<file path="src/common/hbridge_pkg.sv">
// Purpose: shared constants and types for the h-bridge decode and stall monitor pair
// Assumes: 200 MHz mclk, 12-bit current-sense samples
// Notes:   long times are module parameters so a simulation can shorten them
`default_nettype none
package hbridge_pkg;
	localparam int unsigned clk_mhz          = 200;
	localparam int unsigned sample_width     = 12;
	// sense samples are 12 bit codes of 0 to 3.3 V; 1 V is about code 0x4d9
	localparam logic [11:0] stall_threshold_default = 12'h4d9;
	localparam int unsigned relay_pulse_ms   = 200;
	localparam int unsigned inrush_ms        = 65;
	localparam int unsigned stall_confirm_ms = 65;
	localparam int unsigned sleep_us         = 1000;
	localparam int unsigned wake_us          = 250;
	localparam int unsigned ms_cycles_per    = clk_mhz * 1000;
	localparam int unsigned relay_pulse_cycles   = relay_pulse_ms * ms_cycles_per;
	localparam int unsigned inrush_cycles        = inrush_ms * ms_cycles_per;
	localparam int unsigned stall_confirm_cycles = stall_confirm_ms * ms_cycles_per;
	localparam int unsigned sleep_cycles         = sleep_us * clk_mhz;
	localparam int unsigned wake_cycles          = wake_us * clk_mhz;
	localparam int unsigned timer_width      = 32;

	// bridge half drive state
	typedef enum logic [1:0] {half_hiz, half_low, half_high} half_type;
	// controller drive commands
	typedef enum logic [2:0] {cmd_coast, cmd_forward, cmd_reverse, cmd_brake,
		cmd_coil1, cmd_coil2} cmd_type;
endpackage

`default_nettype wire

</file>
<file path="src/common/hbridge_if.sv">
// Purpose: carrier between controller end and driver end
// Assumes: one clock, both ends on mclk
// Notes:   sense sample is the digitised current-sense voltage
`timescale 1ns/1ps
`default_nettype none
interface hbridge_if;
	import hbridge_pkg::*;
	logic                    drive_input_a;
	logic                    drive_input_b;
	logic [sample_width-1:0] current_sense_output;
	modport controller (output drive_input_a, output drive_input_b,
		input current_sense_output);
	modport driver (input drive_input_a, input drive_input_b,
		output current_sense_output);
endinterface
`default_nettype wire

</file>
<file path="src/design/hbridge_controller.sv">
// Purpose: controller end: drives the two inputs, times relay pulses, watches for stall
// Assumes: current-sense samples are on mclk; one command accepted while idle
// Notes:   threshold should sit between average running and stall sense levels
// Operation
// - both inputs low gives hi-z bridge
// - a low b high: a low, b high
// - a high b low: a high, b low
// - both high brakes; never for dual coil
// - single coil: drive, optional brake, then coast
// - hold each relay state for pulse time
// - compare sense sample against stall threshold
// - ignore overcurrent during inrush window after start
// - stall after threshold exceeded for confirm time
// - threshold between stall and running levels
// - optional startup duty ramp limits inrush
// - sleep after low delay, wake after high
`timescale 1ns/1ps
`default_nettype none
module hbridge_controller
	import hbridge_pkg::*;
#(
	parameter int unsigned pulse_count   = relay_pulse_cycles,
	parameter int unsigned inrush_count  = inrush_cycles,
	parameter int unsigned confirm_count = stall_confirm_cycles
)(
	input  wire logic                    mclk,
	input  wire logic                    reset,
	hbridge_if.controller                link,
	input  wire logic                    cmd_valid,
	input  wire cmd_type                 cmd,
	input  wire logic                    relay_mode,
	input  wire logic                    relay_brake,
	input  wire logic                    ramp_enable,
	input  wire logic [sample_width-1:0] stall_sense_threshold,
	output logic                         busy,
	output logic                         stall
);
	typedef enum logic [1:0] {st_idle, st_pulse, st_brake} state_type;
	state_type              state;
	logic [1:0]             pins;
	logic [timer_width-1:0] pulse_timer;
	logic [timer_width-1:0] inrush_timer;
	logic [timer_width-1:0] confirm_timer;
	logic [7:0]             ramp_duty;
	logic [7:0]             pwm_phase;
	logic                   pwm_on;
	logic                   motor_on;
	logic                   over;
	logic                   dual_coil;
	logic                   brake_next;

	// map command to pin pair; coil commands never give both high
	function automatic logic [1:0] pins_of(input cmd_type c);
		unique case (c)
			cmd_forward: pins_of = 2'b10;
			cmd_reverse: pins_of = 2'b01;
			cmd_brake:   pins_of = 2'b11;
			cmd_coil1:   pins_of = 2'b01;
			cmd_coil2:   pins_of = 2'b10;
			default:     pins_of = 2'b00;
		endcase
	endfunction

	// pulse sequencer for relays, plain hold for motor commands
	always_ff @(posedge mclk)
	begin
		if (reset)
		begin
			state       <= st_idle;
			pins        <= 2'b00;
			pulse_timer <= 32'h0;
			dual_coil   <= 1'b0;
		end
		else
		begin
			unique case (state)
				st_idle:
				begin
					pulse_timer <= 32'h0;
					if (cmd_valid)
					begin
						pins <= pins_of(cmd);
						dual_coil <= cmd == cmd_coil1 || cmd == cmd_coil2;
						if (relay_mode && cmd != cmd_coast && cmd != cmd_brake)
							state <= st_pulse;
					end
				end
				st_pulse:
				begin
					if (pulse_timer >= pulse_count - 1)
					begin
						pulse_timer <= 32'h0;
						pins        <= brake_next ? 2'b11 : 2'b00;
						state       <= brake_next ? st_brake : st_idle;
					end
					else
						pulse_timer <= pulse_timer + 32'h1;
				end
				st_brake:
				begin
					if (pulse_timer >= pulse_count - 1)
					begin
						pins  <= 2'b00;
						state <= st_idle;
					end
					else
						pulse_timer <= pulse_timer + 32'h1;
				end
			endcase
		end
	end

	// startup duty ramp: duty climbs once per pwm period while motor runs
	always_ff @(posedge mclk)
	begin
		if (reset || !motor_on)
		begin
			pwm_phase <= 8'h0;
			ramp_duty <= 8'h0;
		end
		else
		begin
			pwm_phase <= pwm_phase + 8'h1;
			if (pwm_phase == 8'hff && ramp_duty != 8'hff)
				ramp_duty <= ramp_duty + 8'h1;
		end
	end

	assign motor_on = (pins == 2'b10 || pins == 2'b01) && !relay_mode;
	assign pwm_on   = !ramp_enable || ramp_duty == 8'hff || pwm_phase < ramp_duty;
	assign over     = link.current_sense_output > stall_sense_threshold;
	// both-high would fire both coils of a dual-coil relay, so only single coils brake
	assign brake_next = relay_brake && !dual_coil;

	// drive pins, chopped to coast during the ramp
	always_ff @(posedge mclk)
	begin
		if (reset)
		begin
			link.drive_input_a <= 1'b0;
			link.drive_input_b <= 1'b0;
			busy               <= 1'b0;
		end
		else
		begin
			link.drive_input_a <= pins[1] & (pwm_on | !motor_on);
			link.drive_input_b <= pins[0] & (pwm_on | !motor_on);
			busy               <= state != st_idle;
		end
	end

	// stall monitor: inrush blanking, confirmation, sticky flag
	always_ff @(posedge mclk)
	begin
		if (reset || !motor_on)
		begin
			inrush_timer  <= 32'h0;
			confirm_timer <= 32'h0;
			stall         <= 1'b0;
		end
		else if (inrush_timer < inrush_count)
			inrush_timer <= inrush_timer + 32'h1;
		else if (!over)
			confirm_timer <= 32'h0;
		else if (confirm_timer >= confirm_count - 1)
			stall <= 1'b1;
		else
			confirm_timer <= confirm_timer + 32'h1;
	end
endmodule // hbridge_controller
`default_nettype wire

</file>
<file path="src/flat_wrapper.sv">
// flat-port wrapper written by rule: the top's interface ports become plain ports
module hbridge_controller_flat import hbridge_pkg::*;
#(
	parameter int unsigned pulse_count   = relay_pulse_cycles,
	parameter int unsigned inrush_count  = inrush_cycles,
	parameter int unsigned confirm_count = stall_confirm_cycles
)
  (mclk, reset, cmd_valid, cmd, relay_mode, relay_brake, ramp_enable, stall_sense_threshold, busy, stall, link_drive_input_a, link_drive_input_b, link_current_sense_output);
  hbridge_if link_i ();
  input  wire logic mclk;
  input  wire logic reset;
  input  wire logic cmd_valid;
  input  wire cmd_type cmd;
  input  wire logic relay_mode;
  input  wire logic relay_brake;
  input  wire logic ramp_enable;
  input  wire logic [sample_width-1:0] stall_sense_threshold;
  output logic busy;
  output logic stall;
  output wire logic [$bits(link_i.drive_input_a)-1:0] link_drive_input_a;
  output wire logic [$bits(link_i.drive_input_b)-1:0] link_drive_input_b;
  input wire logic [$bits(link_i.current_sense_output)-1:0] link_current_sense_output;
  assign link_drive_input_a = link_i.drive_input_a;
  assign link_drive_input_b = link_i.drive_input_b;
  assign link_i.current_sense_output = link_current_sense_output;
  hbridge_controller #(.pulse_count(pulse_count), .inrush_count(inrush_count), .confirm_count(confirm_count)) u_core (.mclk(mclk), .reset(reset), .link(link_i), .cmd_valid(cmd_valid), .cmd(cmd), .relay_mode(relay_mode), .relay_brake(relay_brake), .ramp_enable(ramp_enable), .stall_sense_threshold(stall_sense_threshold), .busy(busy), .stall(stall));
endmodule
</file>
<file path="config.mk">
export PLATFORM = sky130hd
export DESIGN_NAME = hbridge_controller_flat
export DESIGN_NICKNAME = d
export VERILOG_FILES = /design/src/common/hbridge_pkg.sv /design/src/common/hbridge_if.sv /design/src/design/hbridge_controller.sv /design/src/flat_wrapper.sv
export SDC_FILE = /design/constraint.sdc
export NUM_CORES = 1
export LEC_CHECK = 0
export BUFFER_PORTS_ARGS = -buffer_cell sky130_fd_sc_hd__buf_2
export CAP_MARGIN = 0
export CORE_UTILIZATION = 40
export CTS_CLUSTER_DIAMETER = 200
export DETAILED_ROUTE_END_ITERATION = 6
export PLACE_DENSITY = 0.58
export SLEW_MARGIN = 20
export SYNTH_ARGS = -nofsm -noshare
export SYNTH_HDL_FRONTEND = slang
export SYNTH_SLANG_ARGS = --single-unit
</file>
<file path="constraint.sdc">
create_clock -name mclk -period 4 [get_ports mclk]
set_input_delay 0.8 -clock mclk [delete_from_list [all_inputs] [get_ports mclk]]
set_output_delay 0.8 -clock mclk [all_outputs]
set_load 0.02 [all_outputs]
</file>
# Word level (Yosys, flattened, before mapping)
# Index checks and enable logic that the tools add are counted.
# classes
add_sub_neg	5
order_cmp	5
eq_ne	19
mux	16
n_bitwise	4
n_reduce_logical	24
# op_table
cell	n
two-way mux 32 bit	4
adder 32 x 1 -> 32 bit (second input constant)	3
one-hot mux 32 bit (3 select lines)	1
>= comparator 32 x 24 -> 1 bit (second input constant)	1
>= comparator 32 x 26 -> 1 bit (second input constant)	1
less-than comparator 32 x 24 -> 1 bit (second input constant)	1
one-hot mux 2 bit (3 select lines)	3
adder 8 x 1 -> 8 bit (second input constant)	2
== test 8 bit (second input constant)	2
two-way mux 2 bit	8
> comparator 12 bit	1
less-than comparator 8 bit	1
!= test 8 bit (second input constant)	1
== test 3 x 2 -> 1 bit (second input constant)	2
== test 3 bit (second input constant)	2
!= test 2 x 1 -> 1 bit (second input constant)	3
!= test 2 bit (second input constant)	3
AND reduction 3 bit	2
logical AND 1 bit	5
logical OR 1 bit	5
== test 2 x 1 -> 1 bit (second input constant)	2
== test 2 bit (second input constant)	2
logical NOT 1 bit	4
AND reduction 2 bit	2
other kinds (10)	12
# word_totals
reg_bits	121
out_inout_bits	4
wordCells	85

# Logic depth before layout (Yosys ltp)
# Gate-level depths: netlist (run 1).
# logic_depth
depth_word	6
ltp_mapped	9
mapped_depth_nobuf	8

# Worst setup path before layout (run 1)
# OpenSTA, ideal clock, no wires.
# synth_timing
kind	in2reg
startpoint	in stall_sense_threshold[10]
endpoint	reg u_core.confirm_timer[1]
t_arrival_ns	2.519
required_time_ns	3.863
path_slack_ns	1.344
cell_stages	8
n_path_buf	0
path_cell_list	inv_1 ha_1 a21o_1 a211o_1 nor2_1 a21boi_0 a21oi_1 o21ai_1
# synth_via
elab_chain_len	3
elab_cells_between_ends	4
# synth_rtl
element	line_no	text
start, declared	flat_wrapper.sv:17	input wire logic [sample_width-1:0] stall_sense_threshold;
> comparator 12 bit *	hbridge_controller.sv:131	assign over = link.current_sense_output > stall_sense_threshold;
!= test 2 bit (no source line)	n/a	
AND reduction 2 bit (no source line)	n/a	
end signal, assigned	hbridge_controller.sv:168	confirm_timer <= confirm_timer + 32'h1;
end, declared	hbridge_controller.sv:43	logic [timer_width-1:0] confirm_timer;
# Every way passes the cells marked *; elsewhere a longest branch is shown, timed or not.
# A chain may end at the register's enable or synchronous reset.

# Final worst setup path (run 1)
# layout_timing
startpoint	reg u_core.pulse_timer[0]
endpoint	reg u_core.pulse_timer[22]
# layout_via
elab_chain_len	3
elab_cells_between_ends	6
# layout_rtl
element	line_no	text
start, declared	hbridge_controller.sv:41	logic [timer_width-1:0] pulse_timer;
start signal, assigned	hbridge_controller.sv:97	pulse_timer <= pulse_timer + 32'h1;
start signal, assigned	hbridge_controller.sv:107	pulse_timer <= pulse_timer + 32'h1;
adder 32 x 1 -> 32 bit / >= comparator 32 x 26 -> 1 bit (equally long branches)	n/a	
two-way mux 32 bit, on equally long branches	hbridge_controller.sv:101, hbridge_controller.sv:90	
one-hot mux 32 bit (3 select lines)	hbridge_controller.sv:76	unique case (state)
# Parallel ways exist; a longest one is shown, timed or not. The select of a mux whose other input is x is not followed.

==> summary.txt, run 1 <==
Status -> finished, final reports clean
Wire per inst -> 13.9 µm
Syn avg cell area -> 8.32 µm²
Placed insts -> 979
Largest net degree at the start of global routing -> 47
Seq/Total Area, Yosys -> 38.7%
Most frequent CP cell -> nand4_1
Most common cell after layout, fill and taps aside -> dfxtp_1
CP top delay family -> simple AND/OR/NAND/NOR gates
Die Span X -> 127 µm
Crit-path max FO -> 14
Fin. max-slew vios -> 0
Syn. warnings -> 0
First drt pass iteration count -> 5
Initial antenna violation count -> 0
Crit path DAT -> 3.04 ns
Area delta synth->final -> 17.1%
Crit share post-route -> 69.6%
R2R depth -> 7
Vias -> 5535
First-pass GRT wire length -> 24700 µm
Synth unique cells -> 58
Pre-CTS WS -> 0.861 ns
Grt total ovfl -> 0
Cell count after synthesis -> 752
Clk_skew -> 0.00793 ns
Starting Density -> 41.0%
Final WS setup -> 1.22 ns
Critical path origin -> u_core.pulse_timer[0]
Rows -> 45
Root Buffer -> clkbuf_16
Peak supply drop -> 0.313 mV
Antenna-violating nets left -> 0
N_diodes -> 0
Die area -> 0.0161 mm²
Post-synth net total -> 812
Resized Gates After CTS -> 0
TritonCTS clock tree -> done
Post-Syn Area -> 0.00625 mm²
Number of synthesized flops with an enable pin -> 0
Worst r2r src -> u_core.pulse_timer[0]
Worst Hold Class -> reg -> reg
Delay of the slowest critical-path stage -> 0.63 ns
RSZ-0062 raised after global routing -> false
WP data required -> 4.26 ns
Top cell type's share of synthesized area -> 38.7%
Pwr dens -> 418 mW/mm²
Vias in the first global route -> 5419
# IOs -> 37
DR DRC count -> 0
Leakage power -> 2.56 nW
Slew @ Worst Pin -> 0.998 ns
Util after Layout -> 48.0%
Final nets -> 847
Die Y -> 127 µm
Critical Path Start Type -> flip-flop
Clk slew on worst S/H paths -> 0.05 ns
Core area -> 0.0153 mm²
GR Util All Layers -> 18.8%
Worst-path cell with the longest stage delay -> nand2_1
DR vias/cell -> 5.47
R2R setup slack -> 1.22 ns
Post-CTS setup buffer count -> 0
Sinks on Clock Net -> 121
Layout cell share with drive strength beyond 1 -> 10.8%
Post-synth top flop -> dfxtp_1
Worst flop-to-flop path endpoint -> u_core.pulse_timer[22]
Longest Clk Path Bufs -> 2
Crit end category -> flip-flop
CP bufs+invs -> 0
Top cells by area, synth -> dfxtp_1, ha_1, nor2_1, nand3_1, xor2_1
Clock buffer count from CTS -> 17
Most frequent cells in the layout -> dfxtp_1, nor2_1, nand3_1
Seq cells post-synth -> 121
Area leader, netlist -> dfxtp_1
Worst path depth -> 7
Hold Buf Count CTS -> 0
Hold Vio Cnt, Final -> 0
Setup violators final -> 0
Critical Path End -> u_core.pulse_timer[22]
Relative slew slack -> 33.3%
Worst-path cell chain -> ha_1 > nand4_1 > o21ai_1 > nand4_1 > nand2_1 > or4_1 > a21oi_1
Placer's final routability congestion estimate -> 0.834
Port Buf Inserts -> 36
H-tree levels -> 4
HPWL after DPL -> 9830 µm
Setup TNS -> 0 ns
FMAX -> 0.359 GHz
Number of max-cap violations -> 0
Clk Latency, worst-skew pair -> 0.42 ns
Fin crit period -> 2.78 ns
FFs w/ async S/R, synth -> 0%
Initial DRC count -> 310
Routed Wire Length -> 14100 µm
Crit path kind -> reg -> reg
Post-route insts no fill -> 1011
## through the flow
step | area (µm²) | power [mW] | hold WS (ns)
2_1_floorplan | 6250 | 1.36 | 0.408
3_3_place_gp | 6680 | 1.41 | 0.433
3_5_place_dp | 6680 | 1.41 | 0.426
4_1_cts | 7320 | 3.09 | 0.442
5_1_grt | 7320 | 3.16 | 0.470
6_report | 7320 | 3.06 | 0.443
## layout make-up
class,instances,area [µm²]
tap,211,264
clock buffer,21,480
timing repair buffer,46,255
inverter,49,184
fill,1458,7940
multi-input combinational,552,3550
sequential,121,2420
clock inverter,11,168
## power breakdown
part           total [mW]  internal [mW]  switching, mW
combinational       0.165         0.0645          0.100
sequential           1.22           1.22        0.00751
clock                1.67           1.11          0.564
total                3.06           2.39          0.671
## worst register-to-register path: cells and delay by family (launching register included)
family / cells / cell delay, ns
adders and majority gates: 1 / 0.43
and+or+nand+nor: 4 / 1.56
AOI/OAI and AO/OA: 2 / 0.26
DFF: 1 / 0.38
## synth_stat cells, drive strengths merged, types with 3 or more instances
cell / count
o21ai: 18
o211ai: 3
a21boi: 3
nor3: 10
nand3: 52
nor3b: 8
clkbuf: 25
and4: 9
buf: 5
or3: 11
a31oi: 7
and2: 17
or4: 16
nor4: 13
inv: 49
nand2: 42
nor2: 87
dfxtp: 121
xnor2: 21
o31ai: 11
a21o: 10
o22ai: 4
o311ai: 3
xor2: 29
mux2i: 14
a211oi: 10
nand4: 38
nor2b: 4
and3: 13
ha: 27
a21oi: 43
## flip-flops by register name, indices dropped and copies added, names as in the netlist
| name | flops |
|---|---|
| u_core.confirm_timer | 32 |
| u_core.inrush_timer | 32 |
| u_core.pulse_timer | 32 |
| u_core.pwm_phase | 8 |
| u_core.ramp_duty | 8 |
| u_core.pins | 2 |
| u_core.state | 2 |
| u_core.busy | 1 |
| u_core.dual_coil | 1 |
| u_core.link.drive_input_a | 1 |
| u_core.link.drive_input_b | 1 |
| u_core.stall | 1 |
## how the worst min path moves through the flow
| stage | start | endpoint | slack [ns] | cells after the start |
|---|---|---|---|---|
| 2_1_floorplan | u_core.confirm_timer[24] | u_core.confirm_timer[24] | 0.41 | 2 |
| 3_3_place_gp | u_core.confirm_timer[24] | u_core.confirm_timer[24] | 0.43 | 2 |
| 3_5_place_dp | u_core.confirm_timer[24] | u_core.confirm_timer[24] | 0.43 | 2 |
| 4_1_cts | u_core.confirm_timer[24] | u_core.confirm_timer[24] | 0.44 | 2 |
| 5_1_grt | u_core.confirm_timer[24] | u_core.confirm_timer[24] | 0.47 | 2 |
| 6_report | u_core.confirm_timer[24] | u_core.confirm_timer[24] | 0.44 | 2 |
## layer usage
| layer | track usage (%) | routed length (µm) |
|---|---|---|
| met5 | 0 | 0 |
| met4 | 6.72 | 158 |
| met3 | 5.03 | 563 |
| met2 | 31.2 | 6660 |
| met1 | 23.6 | 6710 |
## kinds of logic after synthesis
| kind of cell | after synthesis | share of synthesized area [%] |
|---|---|---|
| AND/OR/NAND/NOR | 331 | 27.8 |
| AO/OA/AOI/OAI | 129 | 13.8 |
| flip-flops | 121 | 38.7 |
| buffers and inverters | 79 | 4.80 |
| XOR/XNOR | 50 | 7.00 |
| adder cells (fa/ha/maj) | 27 | 5.40 |
| multiplexers | 15 | 2.42 |
Power figures use the tool's default switching activity.
==> run 2: changes to the inputs <==
--- a/config.mk
+++ b/config.mk
@@ -5,6 +5,7 @@
 export SDC_FILE = /design/constraint.sdc
 export NUM_CORES = 1
 export LEC_CHECK = 0
+export ABC_AREA = 1
 export BUFFER_PORTS_ARGS = -buffer_cell sky130_fd_sc_hd__buf_2
 export CAP_MARGIN = 0
 export CORE_UTILIZATION = 40
==> constraint.sdc (replaced) <==
create_clock -name mclk -period 2.7 [get_ports mclk]
set_input_delay 0.54 -clock mclk [delete_from_list [all_inputs] [get_ports mclk]]
set_output_delay 0.54 -clock mclk [all_outputs]
set_load 0.02 [all_outputs]
==> summary.txt, run 2 <==
FILL cells -> 1794
Synth unique cells -> 40
Crit-path max FO -> 21
Pre-CTS WS -> 0.235 ns
DR vias/cell -> 4.89
Number of synthesized flops with an enable pin -> 0
Crit path DAT -> 2.47 ns
Core area -> 0.0175 mm²
N_diodes -> 0
Slew @ Worst Pin -> 0.774 ns
Fin. max-slew vios -> 0
Crit share post-route -> 80.0%
Clk slew on worst S/H paths -> 0.05 ns
Most common cell after layout, fill and taps aside -> nand2_1
Largest net degree at the start of global routing -> 42
Worst r2r src -> u_core.confirm_timer[0]
Relative slew slack -> 48.3%
Synth top cells by count -> nand2_1, nor2_1, inv_1
R2R depth -> 12
Area leader, netlist -> dfxtp_1
Vias -> 6803
First-pass GRT wire length -> 27500 µm
Cell count after synthesis -> 1119
Resized Gates After CTS -> 0
TritonCTS clock tree -> done
Post-Syn Area -> 0.00721 mm²
Number of max-cap violations -> 0
Routed Wire Length -> 16200 µm
Vias in the first global route -> 6013
Layout cell share with drive strength beyond 1 -> 8.58%
R2R setup slack -> 0.54 ns
Post-synth net total -> 1179
Syn. warnings -> 0
Worst flop-to-flop path endpoint -> u_core.confirm_timer[5]
Multi-input logic area -> 0.00408 mm²
Register area -> 0.00242 mm²
Most frequent cells in the layout -> nand2_1, nor2_1, inv_1
Clock buffer count from CTS -> 17
Rows -> 48
Leakage power -> 3.18 nW
Peak supply drop -> 0.466 mV
Antenna-violating nets left -> 0
Post-synth top flop -> dfxtp_1
Placer's final routability congestion estimate -> 0.879
H-tree levels -> 4
Critical path origin -> u_core.confirm_timer[0]
Longest Clk Path Bufs -> 2
Crit path kind -> reg -> reg
Starting Density -> 41.3%
FFs w/ async S/R, synth -> 0%
GR Util All Layers -> 18.4%
Port Buf Inserts -> 36
Critical Path End -> u_core.confirm_timer[5]
Initial DRC count -> 384
Sinks on Clock Net -> 121
Area delta synth->final -> 13.4%
Die area -> 0.0186 mm²
WP data required -> 3.01 ns
Leading cell type by number of instances after synthesis -> nand2_1
Worst Hold Class -> in -> reg
Hold Buf Count CTS -> 0
Clk_skew -> 0.0110 ns
Initial antenna violation count -> 0
RSZ-0062 raised after global routing -> false
Pwr dens -> 604 mW/mm²
Crit end category -> flip-flop
Final nets -> 1215
Fin crit period -> 2.16 ns
Critical Path Start Type -> flip-flop
Hold Vio Cnt, Final -> 0
# IOs -> 37
Die Span X -> 136 µm
DR DRC count -> 0
First drt pass iteration count -> 5
Root Buffer -> clkbuf_16
Post-CTS setup buffer count -> 0
Top cells by area, synth -> dfxtp_1, nand2_1, nor2_1, nand3_1, inv_1
Status -> finished, final reports clean
HPWL after DPL -> 11400 µm
Syn avg cell area -> 6.44 µm²
Wire per inst -> 11.6 µm
Top cell type's share of synthesized area -> 33.6%
Top flop regs -> u_core.confirm_timer: 32 flops, u_core.inrush_timer: 32 flops, u_core.pulse_timer: 32 flops
Seq/Total Area, Yosys -> 33.6%
FMAX -> 0.463 GHz
Clk Latency, worst-skew pair -> 0.42 ns
Die Y -> 136 µm
Final WS setup -> 0.539 ns
Setup violators final -> 0
Seq cells post-synth -> 121
Grt total ovfl -> 0
Setup TNS -> 0 ns
-- run 2: cell count changes in the layout (fill, tap and decap cells not counted), moves of 10 or more --
cell     before  now
nand2_1      42  290
nor2_1       87  186
and3_1       13    1
a21oi_1      42   77
nand4_1      38   24
o31ai_1      11    0
nor4_1       13    3
inv_1        49  136
nand3_1      52  102
or4_1        16    0
or3_1        11    0
and2_1       17    1
mux2i_1      14    0
-- run 2: power by group --
group | total [mW] | internal [mW] | switching [mW]
clock network | 2.38 | 1.58 | 0.801
registers | 1.88 | 1.84 | 0.0369
logic | 0.681 | 0.222 | 0.459
total | 4.94 | 3.64 | 1.30
-- run 2: worst min-delay path by stage --
stage,startpoint,end,slack (ns),depth (start not counted)
after floorplan,u_core.inrush_timer[24],u_core.inrush_timer[24],0.42,2
after global placement,u_core.pulse_timer[28],u_core.pulse_timer[28],0.43,2
after detailed placement,u_core.pulse_timer[28],u_core.pulse_timer[28],0.43,2
after CTS,cmd_valid,u_core.dual_coil,0.40,3
after global routing,cmd_valid,u_core.dual_coil,0.44,3
final,cmd_valid,u_core.dual_coil,0.43,3
-- run 2: layout make-up --
class | instances | area share (%)
Clock inverter | 8 | 1.78
Timing Repair Buffer | 46 | 3.12
Multi-Input combinational cell | 829 | 49.9
Sequential cell | 121 | 29.6
Clock buffer | 22 | 5.68
Inverter | 140 | 6.46
Tap cell | 225 | 3.44
-- run 2: critical path, stage by stage (launching register included) --
cell and delay (ns):
dfxtp_1 0.43, ha_1 0.31, nand3_2 0.18, o21ai_1 0.20, nand3_1 0.09, nand2_1 0.08
nand2_1 0.05, nand2_1 0.10, nand2_4 0.06, nand2_4 0.22, inv_4 0.16, nor2_1 0.12
nor2_1 0.05
-- run 2: cell families (layout without fill, tap and decap cells) --
group | count (synthesis) | in the layout | synth area share, %
compound gates | 115 | 115 | 8.64
flops | 121 | 121 | 33.6
simple gates | 650 | 650 | 38.8
xor+xnor | 37 | 37 | 4.49
buf+inv | 169 | 216 | 9.82
fa+ha+maj | 27 | 27 | 4.69
-- run 2: through the flow --
step	total power, mW	hold slack (ns)	cell area, µm²	util (%)	instances
2_1_floorplan	2.43	0.415	7210	-	1119
3_3_place_gp	2.60	0.426	7570	43.3	1361
3_5_place_dp	2.60	0.429	7570	43.3	1361
4_1_cts	5.01	0.399	8180	46.8	1391
5_1_grt	5.19	0.442	8180	46.8	1391
6_report	4.94	0.428	8180	46.8	1391
-- run 2: metal layers --
metal	part of all wire, %	global-route usage (%)
met1	49	23.6
met2	46	30.5
met3	3.5	4.25
met4	0.96	5.68
met5	0	0
